<file path="src/dlp_pkg.sv">
// shared constants for the phy reset and management port
package dlp_pkg;
  localparam int unsigned NUM_CH       = 4;
  localparam int unsigned ADDR_W       = 9;
  localparam int unsigned DATA_W       = 32;
  localparam int unsigned CAL_CYC      = 16;
  // word addresses of the management register space
  localparam logic [8:0]  A_ID         = 9'h000;
  localparam logic [8:0]  A_CAL_PD     = 9'h021;
  localparam logic [8:0]  A_PLL_LOCK   = 9'h022;
  localparam logic [8:0]  A_CAL_STAT   = 9'h023;
  localparam logic [8:0]  A_RST_STAT   = 9'h024;
  localparam logic [8:0]  A_RECAL      = 9'h025;
  localparam logic [8:0]  A_LOOPBACK   = 9'h061;
  localparam logic [8:0]  A_LTD        = 9'h064;
  localparam logic [8:0]  A_LTR        = 9'h065;
  localparam logic [8:0]  A_PLL_CFG    = 9'h070;
  localparam logic [31:0] PLL_CFG_RST  = 32'h0000_0000;
  // host command register addresses
  localparam logic [3:0]  H_RST_CTRL   = 4'h0;
  localparam logic [3:0]  H_STATUS     = 4'h1;
  localparam logic [3:0]  H_MADDR      = 4'h2;
  localparam logic [3:0]  H_MWDATA     = 4'h3;
  localparam logic [3:0]  H_MCMD       = 4'h4;
  localparam logic [3:0]  H_MRDATA     = 4'h5;
  // host reset control field positions
  localparam int unsigned F_PLLPD      = 0;
  localparam int unsigned F_TXA        = 1;
  localparam int unsigned F_TXD        = 2;
  localparam int unsigned F_RXA        = 3;
  localparam int unsigned F_RXD        = 4;
  localparam int unsigned F_AUTO       = 5;
endpackage : dlp_pkg

</file>
<file path="src/dlp_if.sv">
// reset, calibration and management signals between sequencer and phy
`timescale 1ns/1ps
interface dlp_if #(
  parameter int N = 4
);
  logic [N-1:0]  pll_pd;
  logic [N-1:0]  tx_d_rst;
  logic [N-1:0]  tx_a_rst;
  logic [N-1:0]  rx_d_rst;
  logic [N-1:0]  rx_a_rst;
  logic [N-1:0]  tx_cal_busy;
  logic [N-1:0]  rx_cal_busy;
  logic [8:0]    mgmt_address;
  logic [31:0]   mgmt_writedata;
  logic [31:0]   mgmt_readdata;
  logic          mgmt_write;
  logic          mgmt_read;
  logic          mgmt_waitrequest;
  modport phy (
    input  pll_pd, tx_d_rst, tx_a_rst, rx_d_rst, rx_a_rst,
    output tx_cal_busy, rx_cal_busy,
    input  mgmt_address, mgmt_writedata, mgmt_write, mgmt_read,
    output mgmt_readdata, mgmt_waitrequest
  );
  modport seq (
    output pll_pd, tx_d_rst, tx_a_rst, rx_d_rst, rx_a_rst,
    input  tx_cal_busy, rx_cal_busy,
    output mgmt_address, mgmt_writedata, mgmt_write, mgmt_read,
    input  mgmt_readdata, mgmt_waitrequest
  );
endinterface : dlp_if

</file>
<file path="src/dlp_phy.sv">
// phy end: per-channel resets, calibration status, management slave
// Contract
// pins exist only without embedded reset controller
// pll powerdown holds tx pll reset
// tx digital reset holds tx coding
// tx analog reset holds tx attachment
// tx cal busy during initial tx calibration
// cal busy high while reconfig controller resets
// manual recalibration leaves cal busy low
// sequencer holds reset until cal busy drops
// rx digital reset holds rx coding
// rx analog reset holds rx cdr
// rx cal busy during initial rx calibration
// management reset active high, level, global
// 9-bit word address, 32-bit data
// waitrequest while request cannot be answered
// master holds request during waitrequest
// master avoids reserved addresses
// one shared register address space
// registers steer coding, attachment, pll, loopback
// shared clock kept within 100-150 mhz; the testbench runs core_clk at 40 mhz
// one bit per channel, bit n only
// read data valid when waitrequest low
//
// The implementer's own choices: the address-and-strobe port and the register addresses.
`timescale 1ns/1ps
module dlp_phy #(
  parameter int          N       = dlp_pkg::NUM_CH,
  parameter int          CAL_CYC = dlp_pkg::CAL_CYC,
  parameter logic [31:0] ID_VAL  = 32'h0000_5a5a  // arbitrary value
) (
  // clock and reset
  input  wire logic         core_clk,
  input  wire logic         rst,
  // link to sequencer
  dlp_if.phy                lnk,
  // reconfiguration controller reset and per-channel status
  input  wire logic         reconfig_rst,
  output logic [N-1:0]      tx_pll_in_rst,
  output logic [N-1:0]      tx_pcs_in_rst,
  output logic [N-1:0]      tx_pma_in_rst,
  output logic [N-1:0]      rx_pcs_in_rst,
  output logic [N-1:0]      rx_cdr_in_rst,
  output logic [N-1:0]      serial_loopback,
  output logic [N-1:0]      cdr_lock_data,
  output logic [N-1:0]      cdr_lock_ref,
  output logic [31:0]       pll_cfg
);
  localparam int CW = $clog2(CAL_CYC + 1);

  typedef enum logic [2:0] {
    ST_IDLE = 3'b001,
    ST_BUSY = 3'b010,
    ST_RESP = 3'b100
  } dlp_mst_t;

  typedef struct packed {
    logic [1:0]     sync_rr;
    logic [N-1:0]   tx_cal;
    logic [N-1:0]   rx_cal;
    logic [N-1:0]   init_done;
    logic [N-1:0]   recal;
    logic [N-1:0][CW-1:0] cnt;
    logic [N-1:0]   cal_pd;
    logic [N-1:0]   loopback;
    logic [N-1:0]   ltd;
    logic [N-1:0]   ltr;
    logic [31:0]    pll_cfg;
    logic [31:0]    rdata;
    dlp_mst_t       mst;
  } dlp_phy_st_t;

  dlp_phy_st_t s_r;
  dlp_phy_st_t s_nxt;

  // one shared decode of the word address space
  function automatic logic [31:0] rd_mux(input logic [8:0] a, input dlp_phy_st_t s,
                                         input logic [N-1:0] lk);
    logic [31:0] v;
    v = 32'h0000_0000;
    case (a)
      dlp_pkg::A_ID:       v = ID_VAL;
      dlp_pkg::A_CAL_PD:   v[N-1:0] = s.cal_pd;
      dlp_pkg::A_PLL_LOCK: v[N-1:0] = lk;
      dlp_pkg::A_CAL_STAT: v = {16'h0000, 8'(s.rx_cal), 8'(s.tx_cal)};
      dlp_pkg::A_RST_STAT: v = {24'h0000_00, 8'(s.init_done)};
      dlp_pkg::A_LOOPBACK: v[N-1:0] = s.loopback;
      dlp_pkg::A_LTD:      v[N-1:0] = s.ltd;
      dlp_pkg::A_LTR:      v[N-1:0] = s.ltr;
      dlp_pkg::A_PLL_CFG:  v = s.pll_cfg;
      // unmapped words read as zero and touch nothing
      default:             v = 32'h0000_0000;
    endcase
    return v;
  endfunction : rd_mux

  // reset paths are combinational: each hold lasts as long as its input, tx_pma_in_rst also while cal_pd is set
  always_comb
  begin
    tx_pll_in_rst = lnk.pll_pd;
    tx_pcs_in_rst = lnk.tx_d_rst;
    // a powered-down calibration block also parks the tx attachment
    tx_pma_in_rst = lnk.tx_a_rst | s_r.cal_pd;
    rx_pcs_in_rst = lnk.rx_d_rst;
    rx_cdr_in_rst = lnk.rx_a_rst;
  end

  always_comb
  begin
    s_nxt = s_r;
    // reconfig reset comes from another block: two flops before use
    s_nxt.sync_rr = {s_r.sync_rr[0], reconfig_rst};
    for (int i = 0; i < N; i++)
    begin
      // calibration runs once per channel, or again after reconfig reset or a manual recal request
      if (s_r.sync_rr[1])
      begin
        s_nxt.init_done[i] = 1'b0;
        s_nxt.cnt[i] = '0;
        s_nxt.tx_cal[i] = 1'b1;
        s_nxt.rx_cal[i] = 1'b1;
      end
      else if (!s_r.init_done[i])
      begin
        s_nxt.tx_cal[i] = 1'b1;
        s_nxt.rx_cal[i] = 1'b1;
        // busy stands CAL_CYC cycles: cnt runs 1..CAL_CYC while it is high
        if (s_r.cnt[i] == CW'(CAL_CYC))
        begin
          s_nxt.init_done[i] = 1'b1;
          s_nxt.tx_cal[i] = 1'b0;
          s_nxt.rx_cal[i] = 1'b0;
          s_nxt.cnt[i] = '0;
        end
        else
          s_nxt.cnt[i] = s_r.cnt[i] + CW'(1);
      end
      else if (s_r.recal[i])
      begin
        // manual recalibration: busy stays low
        s_nxt.tx_cal[i] = 1'b0;
        s_nxt.rx_cal[i] = 1'b0;
        // as long as an initial run, but busy stays hidden
        if (s_r.cnt[i] == CW'(CAL_CYC))
        begin
          s_nxt.recal[i] = 1'b0;
          s_nxt.cnt[i] = '0;
        end
        else
          s_nxt.cnt[i] = s_r.cnt[i] + CW'(1);
      end
    end
    // two wait cycles per access so readdata stands with waitrequest low
    case (s_r.mst)
      // a strobe still high after the response starts the next access
      ST_IDLE:
        if (lnk.mgmt_read || lnk.mgmt_write)
          s_nxt.mst = ST_BUSY;
      ST_BUSY:
      begin
        s_nxt.mst = ST_RESP;
        if (lnk.mgmt_read)
          s_nxt.rdata = rd_mux(lnk.mgmt_address, s_r, ~lnk.pll_pd);
        if (lnk.mgmt_write)
        begin
          // unmapped writes are dropped, avoiding side effects
          case (lnk.mgmt_address)
            dlp_pkg::A_CAL_PD:   s_nxt.cal_pd = lnk.mgmt_writedata[N-1:0];
            dlp_pkg::A_RECAL:
              // a request landing as a recal run ends wins; other ends are kept; one landing before init_done is dropped
              s_nxt.recal = s_nxt.recal | (lnk.mgmt_writedata[N-1:0] & s_r.init_done);
            dlp_pkg::A_LOOPBACK: s_nxt.loopback = lnk.mgmt_writedata[N-1:0];
            dlp_pkg::A_LTD:      s_nxt.ltd = lnk.mgmt_writedata[N-1:0];
            dlp_pkg::A_LTR:      s_nxt.ltr = lnk.mgmt_writedata[N-1:0];
            dlp_pkg::A_PLL_CFG:  s_nxt.pll_cfg = lnk.mgmt_writedata;
            default:             s_nxt.pll_cfg = s_r.pll_cfg;
          endcase
        end
      end
      ST_RESP:
        s_nxt.mst = ST_IDLE;
      default:
        s_nxt.mst = ST_IDLE;
    endcase
  end

  always_ff @(posedge core_clk)
  begin
    // level reset: state stays cleared for as long as rst is high
    if (rst)
    begin
      s_r         <= '0;
      s_r.pll_cfg <= dlp_pkg::PLL_CFG_RST;
      s_r.mst     <= ST_IDLE;
    end
    else
      s_r <= s_nxt;
  end

  // pins only present in this manual-reset configuration
  assign lnk.tx_cal_busy      = s_r.tx_cal;
  assign lnk.rx_cal_busy      = s_r.rx_cal;
  // with a strobe high, low only in the response cycle, so a held strobe is answered every third cycle
  assign lnk.mgmt_waitrequest = (lnk.mgmt_read | lnk.mgmt_write) & (s_r.mst != ST_RESP);
  assign lnk.mgmt_readdata    = s_r.rdata;
  assign serial_loopback      = s_r.loopback;
  assign cdr_lock_data        = s_r.ltd;
  assign cdr_lock_ref         = s_r.ltr;
  assign pll_cfg              = s_r.pll_cfg;
endmodule : dlp_phy

</file>
<file path="src/flat_wrapper.sv">
// flat-port wrapper written by rule: the top's interface ports become plain ports
module dlp_phy_flat 
#(
  parameter int          N       = dlp_pkg::NUM_CH,
  parameter int          CAL_CYC = dlp_pkg::CAL_CYC,
  parameter logic [31:0] ID_VAL  = 32'h0000_5a5a                    
)
  (core_clk, rst, reconfig_rst, tx_pll_in_rst, tx_pcs_in_rst, tx_pma_in_rst, rx_pcs_in_rst, rx_cdr_in_rst, serial_loopback, cdr_lock_data, cdr_lock_ref, pll_cfg, lnk_pll_pd, lnk_tx_d_rst, lnk_tx_a_rst, lnk_rx_d_rst, lnk_rx_a_rst, lnk_tx_cal_busy, lnk_rx_cal_busy, lnk_mgmt_address, lnk_mgmt_writedata, lnk_mgmt_write, lnk_mgmt_read, lnk_mgmt_readdata, lnk_mgmt_waitrequest);
  dlp_if #(.N(N)) lnk_i ();
  input  wire logic core_clk;
  input  wire logic rst;
  input  wire logic reconfig_rst;
  output logic [N-1:0] tx_pll_in_rst;
  output logic [N-1:0] tx_pcs_in_rst;
  output logic [N-1:0] tx_pma_in_rst;
  output logic [N-1:0] rx_pcs_in_rst;
  output logic [N-1:0] rx_cdr_in_rst;
  output logic [N-1:0] serial_loopback;
  output logic [N-1:0] cdr_lock_data;
  output logic [N-1:0] cdr_lock_ref;
  output logic [31:0] pll_cfg;
  input wire logic [$bits(lnk_i.pll_pd)-1:0] lnk_pll_pd;
  input wire logic [$bits(lnk_i.tx_d_rst)-1:0] lnk_tx_d_rst;
  input wire logic [$bits(lnk_i.tx_a_rst)-1:0] lnk_tx_a_rst;
  input wire logic [$bits(lnk_i.rx_d_rst)-1:0] lnk_rx_d_rst;
  input wire logic [$bits(lnk_i.rx_a_rst)-1:0] lnk_rx_a_rst;
  output wire logic [$bits(lnk_i.tx_cal_busy)-1:0] lnk_tx_cal_busy;
  output wire logic [$bits(lnk_i.rx_cal_busy)-1:0] lnk_rx_cal_busy;
  input wire logic [$bits(lnk_i.mgmt_address)-1:0] lnk_mgmt_address;
  input wire logic [$bits(lnk_i.mgmt_writedata)-1:0] lnk_mgmt_writedata;
  input wire logic [$bits(lnk_i.mgmt_write)-1:0] lnk_mgmt_write;
  input wire logic [$bits(lnk_i.mgmt_read)-1:0] lnk_mgmt_read;
  output wire logic [$bits(lnk_i.mgmt_readdata)-1:0] lnk_mgmt_readdata;
  output wire logic [$bits(lnk_i.mgmt_waitrequest)-1:0] lnk_mgmt_waitrequest;
  assign lnk_i.pll_pd = lnk_pll_pd;
  assign lnk_i.tx_d_rst = lnk_tx_d_rst;
  assign lnk_i.tx_a_rst = lnk_tx_a_rst;
  assign lnk_i.rx_d_rst = lnk_rx_d_rst;
  assign lnk_i.rx_a_rst = lnk_rx_a_rst;
  assign lnk_tx_cal_busy = lnk_i.tx_cal_busy;
  assign lnk_rx_cal_busy = lnk_i.rx_cal_busy;
  assign lnk_i.mgmt_address = lnk_mgmt_address;
  assign lnk_i.mgmt_writedata = lnk_mgmt_writedata;
  assign lnk_i.mgmt_write = lnk_mgmt_write;
  assign lnk_i.mgmt_read = lnk_mgmt_read;
  assign lnk_mgmt_readdata = lnk_i.mgmt_readdata;
  assign lnk_mgmt_waitrequest = lnk_i.mgmt_waitrequest;
  dlp_phy #(.N(N), .CAL_CYC(CAL_CYC), .ID_VAL(ID_VAL)) u_core (.core_clk(core_clk), .rst(rst), .lnk(lnk_i), .reconfig_rst(reconfig_rst), .tx_pll_in_rst(tx_pll_in_rst), .tx_pcs_in_rst(tx_pcs_in_rst), .tx_pma_in_rst(tx_pma_in_rst), .rx_pcs_in_rst(rx_pcs_in_rst), .rx_cdr_in_rst(rx_cdr_in_rst), .serial_loopback(serial_loopback), .cdr_lock_data(cdr_lock_data), .cdr_lock_ref(cdr_lock_ref), .pll_cfg(pll_cfg));
endmodule
</file>
<file path="config.mk">
export PLATFORM = sky130hd
export DESIGN_NAME = dlp_phy_flat
export DESIGN_NICKNAME = d
export VERILOG_FILES = /design/src/dlp_pkg.sv /design/src/dlp_if.sv /design/src/dlp_phy.sv /design/src/flat_wrapper.sv
export SDC_FILE = /design/constraint.sdc
export NUM_CORES = 1
export LEC_CHECK = 0
export BUFFER_PORTS_ARGS = -buffer_cell sky130_fd_sc_hd__buf_2
export CELL_PAD_IN_SITES_DETAIL_PLACEMENT = 1
export CELL_PAD_IN_SITES_GLOBAL_PLACEMENT = 1
export CORE_MARGIN = 2
export CORE_UTILIZATION = 34
export CTS_CLUSTER_DIAMETER = 50
export DETAILED_ROUTE_END_ITERATION = 12
export PLACE_DENSITY_LB_ADDON = 0.12
export SLEW_MARGIN = 5
export SYNTH_ARGS = -nofsm -noshare
export SYNTH_HDL_FRONTEND = slang
export SYNTH_SLANG_ARGS = --single-unit
</file>
<file path="constraint.sdc">
create_clock -name core_clk -period 1.8 [get_ports core_clk]
set_input_delay 0.54 -clock core_clk [delete_from_list [all_inputs] [get_ports core_clk]]
set_output_delay 0.54 -clock core_clk [all_outputs]
set_load 0.05 [all_outputs]
</file>
# == After elaboration in Yosys (flattened, before gate mapping) ==
# Index checks and enable logic that the tools add are counted.
# op_classes
add_sub_neg,4
eq_ne,25
n_mux,55
n_bitwise,6
n_reduce_logical,9
# op_table
op,count
28-bit case mux with 3 select lines,1
5-bit two-way mux,12
9-bit by 6-bit == test with 1-bit output (second input constant),5
9-bit by 7-bit == test with 1-bit output (second input constant),4
1-bit two-way mux,36
4-bit case mux with 9 select lines,1
5-bit by 1-bit adder with 5-bit output (second input constant),4
5-bit == test (second input constant),4
3-bit AND reduction,5
4-bit two-way mux,3
3-bit by 2-bit != test with 1-bit output (second input constant),4
9-bit zero test,1
2-bit != test (second input constant),4
4-bit OR,2
3-bit case mux with 2 select lines,1
4-bit bitwise AND,1
4-bit NOT,1
3-bit by 1-bit == test with 1-bit output (second input constant),1
3-bit by 2-bit == test with 1-bit output (second input constant),1
3-bit two-way mux,1
3-bit != test (second input constant),1
2-bit by 1-bit != test with 1-bit output (second input constant),1
2-bit AND reduction,1
2-bit OR reduction,1
other kinds (3),3
# word_totals
ff_bits,117
inputBits,66
output_inout_bits,105
wordCells,117

# == Depth between registers and ports, before layout ==
# depth
depth_word,9
depth_mapped,9
mapped_depth_nobuf,7

# == Worst setup path after synthesis ==
# Ideal clock, no wire load.
# synth_timing
path_kind,input to register
from,input lnk_mgmt_address[3]
to,register u_core.s_r[79] in the netlist's numbering
t_arrival_ns,1.767
slack_ns,-0.095
cell_stages,6
n_path_buf,1
cell_sequence,clkbuf_1 > nor4b_2 > nand2_1 > nor2_2 > mux2i_1 > nor2_1
# synth_between
elab_chain_len,2
# synth_lines
item,line,rtl
start: declaration,flat_wrapper.sv:29,input wire logic [$bits(lnk_i.mgmt_address)-1:0] lnk_mgmt_address;
9-bit by 6-bit == test with 1-bit output,dlp_phy.sv:167,case (lnk.mgmt_address)
3-bit AND reduction (no source line),-,
end signal: assignment,dlp_phy.sv:197,s_r <= s_nxt;
end: declaration,dlp_phy.sv:73,dlp_phy_st_t s_r;
# Every way passes these cells.
# A chain may end at the register's enable or synchronous reset.

# == Final worst setup path ==
# layout_timing
from,register u_core.s_r[79] in the netlist's numbering
to,output tx_pma_in_rst[0]
# layout_between
elab_chain_len,1
# layout_lines
item,line,rtl
4-bit OR,dlp_phy.sv:103,tx_pma_in_rst = lnk.tx_a_rst | s_r.cal_pd;
end: declaration,flat_wrapper.sv:15,output logic [N-1:0] tx_pma_in_rst;
# Every way passes these cells.

==> results.json <==
{
  "drtIter0Drc": 201,
  "filler_cell_count": 1973,
  "drc_errors": 0,
  "ys_seq_area_frac": 0.410,
  "via_count": 4846,
  "core_area_um2": 16500,
  "rr_endpoint": "u_core.lnk.mgmt_readdata[0]$_SDFFE_PP0P_",
  "cts.clk_slew.worst_paths_ns": 0.05,
  "cts_tree": "done",
  "arrival_ns": 1.23,
  "die_h_um": 134,
  "grt_pass1_wl_mm": 26.7,
  "synth-seq-cells": 117,
  "grt_busiest_layer": "met2",
  "synth-edff-count": 0,
  "design_area_um2": 6860,
  "portBuffers": 146,
  "io-pin-count": 171,
  "synth_ff_type": "dfxtp_1",
  "hold_path.class": "input port to flop",
  "ys_types": 51,
  "grt_max_degree": 44,
  "post-route-min-period_ns": 1.77,
  "fin_tns_setup_ns": 0,
  "vdd_ir_drop_max_uv": 687,
  "antenna_found_initial": 0,
  "gp_congestion": 0.795,
  "numCtsBuffers": 17,
  "place_hpwl_mm": 12.4,
  "maxSlewHeadroom": 0.660,
  "die_area_um2": 17800,
  "outcome": "finished clean",
  "min_to": "u_core.s_nxt[120]$_SDFF_PP0_",
  "powerDensity_nw_per_um2": 952,
  "layout-drive-gt1-share": 0.322,
  "cts_setup_buffers": 0,
  "start_util": 0.345,
  "cts_root_buffer": "clkbuf_16",
  "cts.sinks": 117,
  "setup_violations": 0,
  "worstSetupPathType": "flop to output port",
  "reg2reg_depth": 5,
  "grt_use_met2": 0.316,
  "viasPerCell": 4.89,
  "antenna_cells": 0,
  "setup.worst_path.end_class": "output port",
  "finalNonFillerCells": 991,
  "grtUsageTotal": 0.191,
  "use_met1": 0.239,
  "async_reset_ff_frac": 0,
  "worst_ep_required_time_ns": 1.26,
  "hold_viol": 0,
  "fmax_mhz": 564,
  "holdWs_ns": 0.336,
  "syn_avg_cell_area_um2": 8.33,
  "place_inst": 959,
  "fin_nets": 832,
  "synth_cells": 685,
  "syn_area_um2": 5710,
  "synthesis.nets": 759,
  "cp_max_fo": 3,
  "layout_commonest_cell": "buf_2",
  "fin_worst_skew_ns": 0.00864,
  "drv_slew": 0,
  "mostFrequentLayoutCells": "buf_2 (137), dfxtp_1 (115), nand2_1 (93), nor2_1 (86), a21oi_1 (53)",
  "yosysTopAreaCell": "dfxtp_1",
  "hp-start": "reconfig_rst",
  "worstReg2RegStart": "u_core.s_r[107]$_SDFF_PP0_",
  "drt-pass1-iter-count": 4,
  "placed_cell_area_um2": 6240,
  "clock_path_buffers": 2,
  "yosys_warnings": 0,
  "grt-ovfl-total": 0,
  "synth.top_cell.area_share": 0.410,
  "worst_pin_slew_ns": 0.503,
  "ys_top_cells_by_area": "dfxtp_1 (41%), buf_4 (14%), nand2_1 (6.1%)",
  "area_growth_syn_to_layout_pct": 20.3,
  "clk_latency_ns": 0.42,
  "leakagePower_nw": 3.00,
  "wirelength_mm": 16.6,
  "grtUsageMet3": 0.0445,
  "rrSetupSlack_ns": 0.16,
  "critPathLaunchType": "flop",
  "fp-row-count": 47,
  "die_x_um": 134,
  "min_path_cells": 2,
  "post_drt_wl_per_cell_um": 16.8,
  "drtAntennaViolNets": 0,
  "htree_num_levels": 4,
  "rsz0062_at_grt": "no",
  "max_cap_viol_count": 0,
  "grt_pass1_vias": 5051,
  "timing.final.crit_share": 0.985
}
power by group:
group | leakage (nW) | total (mW) | internal, mW | switching, mW
Clock | 0.282 | 3.35 | 2.10 | 1.25
Combinational | 1.77 | 0.500 | 0.192 | 0.308
Sequential | 0.947 | 2.68 | 2.63 | 0.0465
registers in the layout, summed over array words and instances, names as in the netlist:
register                  flops
u_core.serial_loopback        4
u_core.cdr_lock_data          4
u_core.cdr_lock_ref           4
u_core.s_r                   36
u_core.s_nxt                  1
u_core.pll_cfg               32
u_core.lnk.mgmt_readdata     32
u_core.lnk.rx_cal_busy        3
u_core.lnk.tx_cal_busy        1
layer usage:
layer  share of wire  vias up
met1            0.45     2344
met3           0.042       30
met5               0        -
li1                -     2355
met2            0.49      117
met4           0.022        0
cell type report:
class | instances | area, µm² | area share
multi-input cells | 414 | 2410 | 0.352
well taps | 220 | 275 | 0.0401
inverters | 16 | 60.1 | 0.00875
clock buffers | 20 | 457 | 0.0665
clock inverters | 12 | 129 | 0.0188
repair buffers | 192 | 1180 | 0.173
flip-flops and latches | 117 | 2340 | 0.342
worst max-delay path, cell delays in order (launching register included):
cell and delay, ns:
dfxtp_1 0.32, or2_2 0.30, buf_4 0.19
repair_timing:
item,4_1_cts,5_1_grt
hold buffers,0,0
setup endpoints to repair,9,6
resized for setup,7,7
cells by family (layout without fill, tap and decap cells):
kind of cell	Yosys count	after routing	synth area share
AND/OR/NAND/NOR	254	254	0.210
XOR/XNOR	16	16	0.0245
buffers and inverters	154	240	0.173
adder cells (fa/ha/maj)	8	8	0.0175
flip-flops	117	117	0.410
AO/OA/AOI/OAI	114	114	0.126
multiplexers	22	22	0.0392
metrics by stage:
step / util / worst slack [ns] / total power [mW]
final: 0.415 / 0.0270 / 6.53
after global placement: 0.378 / -0.263 / 3.21
after detailed placement: 0.378 / -0.310 / 3.23
after global routing: 0.415 / 0.0000688 / 6.78
after CTS: 0.414 / -0.0413 / 6.60
after floorplan: - / 0.00195 / 3.11
synthesized netlist by cell type (2+ instances only):
master and count:
a22o_1 2, nand4_1 12, nand2_1 93, o21ai_0 11, mux2i_1 19, nand3b_1 5
nand2b_1 9, xor2_1 12, a21oi_1 54, mux2_2 3, nor2b_1 3, xnor2_1 4
ha_1 8, and3_1 7, nand3_1 3, nor4_1 4, nor3b_1 2, a31oi_1 3
nor4bb_1 3, a211oi_1 4, a32oi_1 5, buf_1 2, nor3_1 9, nor2_1 86
buf_2 11, buf_4 103, inv_1 16, nor2_2 2, clkbuf_1 21, dfxtp_1 117
o41ai_1 2, a221oi_1 2, or2_2 7, a22oi_1 23, and2_1 2
how the worst max path moves through the flow:
stage | slack, ns | to | startpoint
2_1_floorplan | 0.002 | u_core.lnk.mgmt_readdata[2]$_SDFFE_PP0P_ | lnk_mgmt_address[3]
4_1_cts | -0.04 | lnk_rx_cal_busy[2] | u_core.lnk.rx_cal_busy[2]$_SDFFE_PP0P_
3_3_place_gp | -0.26 | u_core.lnk.mgmt_readdata[3]$_SDFFE_PP0P_ | lnk_mgmt_address[6]
5_1_grt | 0.00007 | tx_pma_in_rst[0] | u_core.s_r[79]$_SDFFE_PP0P_
3_5_place_dp | -0.31 | u_core.pll_cfg[19]$_SDFFE_PP0P_ | lnk_mgmt_address[1]
6_report | 0.03 | tx_pma_in_rst[0] | u_core.s_r[79]$_SDFFE_PP0P_
Power figures use the tool's default switching activity.
